===== config.mk =====
export PLATFORM = sky130hd
export DESIGN_NAME = bpc_regs
export DESIGN_NICKNAME = d
export VERILOG_FILES = /design/src/core/bpc_pkg.sv /design/src/core/bpc_regs.sv
export SDC_FILE = /design/constraint.sdc
export NUM_CORES = 1
export LEC_CHECK = 0
export BUFFER_PORTS_ARGS = -buffer_cell sky130_fd_sc_hd__buf_4
export CAP_MARGIN = 20
export CORE_UTILIZATION = 30
export CTS_BUF_LIST = sky130_fd_sc_hd__clkbuf_2
export CTS_CLUSTER_DIAMETER = 50
export CTS_CLUSTER_SIZE = 28
export DETAILED_ROUTE_END_ITERATION = 7
export PLACE_DENSITY = 0.64
export SLEW_MARGIN = 25
export SYNTH_ARGS = -nofsm -noshare
export SYNTH_HDL_FRONTEND = slang
export SYNTH_HIERARCHICAL = 1
export SYNTH_SLANG_ARGS = --single-unit

===== constraint.sdc =====
create_clock -name I_CLK -period 2.2 [get_ports I_CLK]
set_input_delay 0.44 -clock I_CLK [delete_from_list [all_inputs] [get_ports I_CLK]]
set_output_delay 0.44 -clock I_CLK [all_outputs]
set_load 0.02 [all_outputs]

===== src/core/bpc_pkg.sv =====
// Package: control and status word layout for the protection register bank
package bpc_pkg;

  localparam int CTRL_W = 16;
  localparam int STAT_W = 8;
  localparam logic [15:0] CTRL_RESET = 16'h0000;
  localparam int BIT_SLEEP = 7;
  localparam int BIT_GAIN_LO = 8;
  localparam int BIT_CHG_OVR = 10;
  localparam int BIT_DSG_OVR = 11;
  localparam int BIT_BAL_LO = 12;
  localparam int CFG_CHG_EN_OFF_BIT = 6;
  localparam int STAT_BIT_REG_OC = 0;
  localparam int STAT_BIT_OVDIS = 1;
  localparam int STAT_BIT_CELL_OC = 2;

  // Gain select codes: x10, x25, x80, x160
  typedef enum logic [1:0] {
    BPC_GAIN_X10 = 2'h0,
    BPC_GAIN_X25 = 2'h1,
    BPC_GAIN_X80 = 2'h2,
    BPC_GAIN_X160 = 2'h3
  } bpc_gain_t;

  // Internal protection status signals
  typedef struct packed {
    logic regulator_untuned;
    logic overcurrent_active;
    logic overdischarge_active;
    logic cell_low_flag;
    logic overcharge_active;
  } bpc_prot_t;

endpackage


===== src/core/bpc_regs.sv =====
// Control and status register bank of the battery protection chip
// Behaviour
// [RQ1] Control word volatile, written only by write-control
// [RQ2] Control word clears at power-up and sleep exit
// [RQ3] Host writes zero to bits 5,6
// [RQ4] Sleep bit requests sleep below threshold only
// [RQ5] Bits 9:8 select sense gain code
// [RQ6] Bit 10 one drives charge FET low
// [RQ7] Bit 11 one drives discharge FET low
// [RQ8] FET override changes deferred during protection
// [RQ9] Bits 12-15 drive balance outputs high
// [RQ10] Status byte bits 3-7 read zero
// [RQ11] Status bit 0 untuned OR overcurrent
// [RQ12] Status bit 1 shows over-discharge
// [RQ13] Charge enable on: bit 2 lowcell OR overcharge
// [RQ14] Charge enable off: bit 2 overcharge only
// [RQ15] Regulator status high until output tuned
// [RQ16] Charge enable selection from config bit 6
// [RQ17] Control word updates whole on completed write
// [RQ18] Status snapshot taken at read start
`timescale 1ns/1ps
`default_nettype none

module bpc_regs (
  input wire logic I_CLK,
  input wire logic I_RST,
  input wire logic I_WR_DONE,
  input wire logic [15:0] I_WR_DATA,
  input wire logic I_RD_START,
  input wire logic [15:0] I_CFG_WORD,
  input wire logic I_BELOW_SLEEP_THR,
  input wire logic I_REG_UNTUNED,
  input wire logic I_OVERCURRENT,
  input wire logic I_OVERDISCHARGE,
  input wire logic I_CELL_LOW,
  input wire logic I_OVERCHARGE,
  output logic [15:0] O_CTRL_WORD,
  output logic [7:0] O_STATUS,
  output logic O_SLEEP_REQ,
  output logic [1:0] O_SENSE_GAIN,
  output logic O_CHARGE_FET_DRIVE,
  output logic O_DISCHARGE_FET_DRIVE,
  output logic [3:0] O_BALANCE_OUT
);

  ////////////////////////////////////////////////////////////////////////////
  // Input synchronisers for analog-side status levels
  logic below_thr_s;
  logic reg_untuned_s;
  logic overcurrent_s;
  logic overdischarge_s;
  logic cell_low_s;
  logic overcharge_s;

  bpc_sync u_sync_below_thr (
    .i_clk(I_CLK),
    .i_rst(I_RST),
    .i_d(I_BELOW_SLEEP_THR),
    .o_q(below_thr_s)
  );

  bpc_sync u_sync_reg_untuned (
    .i_clk(I_CLK),
    .i_rst(I_RST),
    .i_d(I_REG_UNTUNED),
    .o_q(reg_untuned_s)
  );

  bpc_sync u_sync_overcurrent (
    .i_clk(I_CLK),
    .i_rst(I_RST),
    .i_d(I_OVERCURRENT),
    .o_q(overcurrent_s)
  );

  bpc_sync u_sync_overdischarge (
    .i_clk(I_CLK),
    .i_rst(I_RST),
    .i_d(I_OVERDISCHARGE),
    .o_q(overdischarge_s)
  );

  bpc_sync u_sync_cell_low (
    .i_clk(I_CLK),
    .i_rst(I_RST),
    .i_d(I_CELL_LOW),
    .o_q(cell_low_s)
  );

  bpc_sync u_sync_overcharge (
    .i_clk(I_CLK),
    .i_rst(I_RST),
    .i_d(I_OVERCHARGE),
    .o_q(overcharge_s)
  );

  ////////////////////////////////////////////////////////////////////////////
  // Synchronised protection levels
  bpc_pkg::bpc_prot_t prot;
  logic in_protect;

  always_comb begin
    prot.regulator_untuned = reg_untuned_s; // RQ15
    prot.overcurrent_active = overcurrent_s;
    prot.overdischarge_active = overdischarge_s;
    prot.cell_low_flag = cell_low_s;
    prot.overcharge_active = overcharge_s;
    in_protect = prot.overcharge_active | prot.overdischarge_active | prot.overcurrent_active; // RQ8
  end

  ////////////////////////////////////////////////////////////////////////////
  // Control word
  logic [15:0] ctrl_q;
  logic [15:0] ctrl_d;

  always_comb begin
    ctrl_d = ctrl_q;
    if (I_WR_DONE) begin
      ctrl_d = I_WR_DATA; // RQ1 RQ17
    end
  end

  always_ff @(posedge I_CLK) begin
    if (I_RST) begin
      ctrl_q <= bpc_pkg::CTRL_RESET; // RQ2
    end else begin
      ctrl_q <= ctrl_d;
    end
  end

  ////////////////////////////////////////////////////////////////////////////
  // Sense gain code
  bpc_pkg::bpc_gain_t gain_q;
  bpc_pkg::bpc_gain_t gain_d;

  always_comb begin
    case (ctrl_d[bpc_pkg::BIT_GAIN_LO +: 2]) // RQ5
      2'h0: begin
        gain_d = bpc_pkg::BPC_GAIN_X10;
      end
      2'h1: begin
        gain_d = bpc_pkg::BPC_GAIN_X25;
      end
      2'h2: begin
        gain_d = bpc_pkg::BPC_GAIN_X80;
      end
      2'h3: begin
        gain_d = bpc_pkg::BPC_GAIN_X160;
      end
      default: begin
        gain_d = bpc_pkg::BPC_GAIN_X10;
      end
    endcase
  end

  always_ff @(posedge I_CLK) begin
    if (I_RST) begin
      gain_q <= bpc_pkg::BPC_GAIN_X10;
    end else begin
      gain_q <= gain_d;
    end
  end

  ////////////////////////////////////////////////////////////////////////////
  // Cell balance drives
  logic [3:0] bal_q;
  logic [3:0] bal_d;

  always_comb begin
    bal_d = ctrl_d[bpc_pkg::BIT_BAL_LO +: 4]; // RQ9
  end

  always_ff @(posedge I_CLK) begin
    if (I_RST) begin
      bal_q <= bpc_pkg::CTRL_RESET[bpc_pkg::BIT_BAL_LO +: 4];
    end else begin
      bal_q <= bal_d;
    end
  end

  ////////////////////////////////////////////////////////////////////////////
  // Sleep request
  logic sleep_q;
  logic sleep_d;

  always_comb begin
    sleep_d = ctrl_q[bpc_pkg::BIT_SLEEP] & below_thr_s; // RQ4
  end

  always_ff @(posedge I_CLK) begin
    if (I_RST) begin
      sleep_q <= 1'h0;
    end else begin
      sleep_q <= sleep_d;
    end
  end

  ////////////////////////////////////////////////////////////////////////////
  // Charge FET drive, forced high on overcharge, held during other protection
  logic chg_fet_q;
  logic chg_fet_d;

  always_comb begin
    chg_fet_d = chg_fet_q;
    if (prot.overcharge_active) begin
      chg_fet_d = 1'h1;
    end else if (!in_protect) begin
      chg_fet_d = ~ctrl_q[bpc_pkg::BIT_CHG_OVR]; // RQ6 RQ8
    end
  end

  always_ff @(posedge I_CLK) begin
    if (I_RST) begin
      chg_fet_q <= 1'h1;
    end else begin
      chg_fet_q <= chg_fet_d;
    end
  end

  ////////////////////////////////////////////////////////////////////////////
  // Discharge FET drive, forced high on overdischarge or overcurrent, held during overcharge
  logic dsg_fet_q;
  logic dsg_fet_d;

  always_comb begin
    dsg_fet_d = dsg_fet_q;
    if (prot.overdischarge_active | prot.overcurrent_active) begin
      dsg_fet_d = 1'h1;
    end else if (!in_protect) begin
      dsg_fet_d = ~ctrl_q[bpc_pkg::BIT_DSG_OVR]; // RQ7 RQ8
    end
  end

  always_ff @(posedge I_CLK) begin
    if (I_RST) begin
      dsg_fet_q <= 1'h1;
    end else begin
      dsg_fet_q <= dsg_fet_d;
    end
  end

  ////////////////////////////////////////////////////////////////////////////
  // Status snapshot
  logic cell_bit;
  logic [7:0] stat_q;
  logic [7:0] stat_d;

  always_comb begin
    if (I_CFG_WORD[bpc_pkg::CFG_CHG_EN_OFF_BIT]) begin // RQ16
      cell_bit = prot.overcharge_active; // RQ14
    end else begin
      cell_bit = prot.cell_low_flag | prot.overcharge_active; // RQ13
    end
    stat_d = stat_q;
    if (I_RD_START) begin
      stat_d = 8'h00; // RQ10 RQ18
      stat_d[bpc_pkg::STAT_BIT_REG_OC] = prot.regulator_untuned | prot.overcurrent_active; // RQ11
      stat_d[bpc_pkg::STAT_BIT_OVDIS] = prot.overdischarge_active; // RQ12
      stat_d[bpc_pkg::STAT_BIT_CELL_OC] = cell_bit;
    end
  end

  always_ff @(posedge I_CLK) begin
    if (I_RST) begin
      stat_q <= 8'h00;
    end else begin
      stat_q <= stat_d;
    end
  end

  ////////////////////////////////////////////////////////////////////////////
  // Outputs
  always_comb begin
    O_CTRL_WORD = ctrl_q;
    O_STATUS = stat_q;
    O_SLEEP_REQ = sleep_q;
    O_SENSE_GAIN = gain_q;
    O_CHARGE_FET_DRIVE = chg_fet_q;
    O_DISCHARGE_FET_DRIVE = dsg_fet_q;
    O_BALANCE_OUT = bal_q;
  end

endmodule

////////////////////////////////////////////////////////////////////////////////
// Two-stage synchroniser for one asynchronous level
module bpc_sync #(
  parameter logic RST_VAL = 1'h0
) (
  input wire logic i_clk,
  input wire logic i_rst,
  input wire logic i_d,
  output logic o_q
);

  logic meta_q;
  logic meta_d;
  logic sync_q;
  logic sync_d;

  always_comb begin
    meta_d = i_d;
    sync_d = meta_q;
  end

  always_ff @(posedge i_clk) begin
    if (i_rst) begin
      meta_q <= RST_VAL;
      sync_q <= RST_VAL;
    end else begin
      meta_q <= meta_d;
      sync_q <= sync_d;
    end
  end

  always_comb begin
    o_q = sync_q;
  end

endmodule

`default_nettype wire


==> summary.md <==
| Metric | Value |
|---|---|
| Synthesized instance count | about 110 |
| Crit path required time | around 1.8 ns |
| Hold Crit Class | in -> reg |
| Outcome | finished, final reports clean |
| Port bufs | 54 |
| RSZ-0062 raised after global routing | no |
| Drt drc | 0 |
| Worst-Skew Late Latency | 0.36 ns |
| Initial antenna violation count | 0 |
| Max Freq | 747 MHz |
| Total power divided by cell area | between 700 and 800 nW/um^2 |
| Post-CTS setup buffers | 0 |
| Setup TNS | 0 ns |
| Count of pins over their slew limit | 0 |
| Fin nets | approximately 210 |
| Syn Area/Cell | roughly 11 sq um |
| Synth unique cells | 17 |
| IO Pins | 75 |
| DR vias/cell | 4.09 |
| Largest net degree at the start of global routing | 37 |
| Skew final | 0.0165 ns |
| Critical Path Start Type | flop |
| Max Cap Violations | 0 |
| Static leakage | 0.798 nW |
| GRT Overall Usage | 11.1% |
| CTS Buf Count | 5 |
| Iter 0 DRT Violations | 26 |
| Worst path cell trace | buf_4 |
| Endpoints failing hold | 0 |
| Routing usage on met3 | 5.86% |
| Share of cells above drive strength 1 | 36.5% |
| First-pass GRT wire length | about 3600 um |
| Resized cells post-CTS | 0 |
| Gate power share | 15.7% |
| Wirelength per Cell | 10.1 um |
| Chip height | between 60 and 70 um |
| Tmin final | 1.34 ns |
| Internal Pwr Total | 0.849 mW |
| Number of global-route vias before repair | ~900 |
| Post-DP HPWL | about 1600 um |
| Flop pwr share | 60.9% |
| Cts hold-fix bufs | 0 |
| GP Congestion | about 0.62 |
| Clock sink count | 36 |
| GR Util met2 | 19.1% |
| #FFs+latches synth | 36 |
| Syn Std Cell Area | 1230 sq um |
| Detailed-route via count | 880 |
| Core Area | roughly 3800 sq um |
| Final Setup Violations | 0 |
| Clock transition at path regs | 0.17 ns |
| Ys Warns | 6 |
| Drt first pass iters | 2 |
| Die W | ~66 um |
| Flop2flop setup slack | 1.44 ns |
| Worst path max stage delay | 0.39 ns |
| Fin crit share | 60.9% |
| Hold slack | 0.275 ns |
| TritonCTS clock tree | built |
| Largest register FFs | 16 |
| Routed WL | between 2000 and 2500 um |
| Switching Fraction | 26.5% |
| Antenna Cells | 0 |
| CP Class | reg -> out |
| FFs w/ async S/R, synth | 0% |
| Max VDD drop | 411 uV |
| Main flop type after synthesis | dfxtp_1 |
| Slowest CP cell | dfxtp_1 |
| Clock Path Buffers | 2 |
| Sequential element share of the synthesized area | roughly 58% |
| Busiest grt layer | met2 |
| EDFF count, synth | 0 |
| Total congestion overflow | 0 |
| Die area | 4380 sq um |
| Clock Tree Root | clkbuf_2 |
| H-tree depth | 2 |
| Crit path max fanout | 3 |
| DRT antenna net count | 0 |
| Clock share of power | a little under a quarter |
| Psw | 0.306 mW |
| Std cell rows | 22 |
| Critical path arrival | around 0.9 ns |
| Area growth from synthesis to layout | 33.2% |
| GRT met1 Usage | 10.9% |
| Crit end category | primary output |
| Critical path's top delay family | flip-flops |
| Starting Density | 32.5% |
| CP Buf/Inv Count | 1 |
metal layers:
| metal | up-vias | wire, um |
|---|---|---|
| met1 | 381 | 853 |
| met4 | 0 | 33 |
| met5 | - | 0 |
| met3 | 4 | 235 |
| li1 | 454 | - |
| met2 | 41 | 1060 |
cells in the final DEF, fill, tap and decap left out:
cell	count
a211oi_1	1
a311oi_1	1
buf_4	54
clkbuf_2	5
clkinv_1	1
clkinv_2	2
conb_1	5
dfxtp_1	36
inv_1	1
mux2i_1	17
nand2_1	1
nand2b_1	1
nor2_1	24
nor2b_1	14
nor3_1	1
o21ai_0	2
o311ai_0	1
synth_stat cells (2+ instances only):
cell type	n	share of area, %
mux2i_1	17	14
buf_4	9	5.5
nor2_1	24	7.3
o21ai_0	2	0.81
nor2b_1	14	7.1
buf_2	2	0.81
dfxtp_1	36	58
path summary, 6_finish.rpt:
kind / start / end / cells after the start
max: O_CTRL_WORD[15] / O_BALANCE_OUT[3] / 1
min: I_OVERCHARGE / u_sync_overcharge/meta_q / 2
max reg2reg: u_sync_overcharge/o_q / O_STATUS[2] / 2
min reg2reg: u_sync_below_thr/o_q / O_SLEEP_REQ / 2
power by group through the flow:
stage	registers [mW]	clock network [mW]	logic (mW)
finish	0.704	0.270	0.181
global route	0.710	0.330	0.196
CTS	0.705	0.291	0.184
detailed placement	0.719	0	0.184
global placement	0.717	0	0.181
floorplan	0.746	0	0.0818
metrics by stage:
step / instances / total power, mW / setup slack [ns] / cell area, sq um / util, %
after global placement: 207 / 0.898 / 1.05 / 1610 / 42.3
final: 215 / 1.15 / 0.861 / 1650 / 43.3
after CTS: 215 / 1.18 / 0.823 / 1650 / 43.3
after global routing: 215 / 1.24 / 0.753 / 1650 / 43.3
after detailed placement: 207 / 0.902 / 1.04 / 1610 / 42.3
after floorplan: 118 / 0.827 / 1.14 / 1250 / -
area by class of cell:
class                   count  area, sq um
fillers                   374         2150
repair buffers             54          405
inverters                   1         3.75
multi-input cells          68          417
flip-flops and latches     36          721
clock inverters             3         13.8
clock buffers               5         25.0
well taps                  48         60.1
logic make-up (layout without fill, tap and decap cells):
group / count (synthesis) / in the layout / synth area share (%)
AO/OA/AOI/OAI: 5 / 5 / 2.84
buffers and inverters: 14 / 63 / 9.12
flip-flops: 36 / 36 / 58.4
other: 1 / 5 / 0.304
multiplexers: 17 / 17 / 13.8
AND/OR/NAND/NOR: 41 / 41 / 15.6
(Power assumes the default switching activity.)
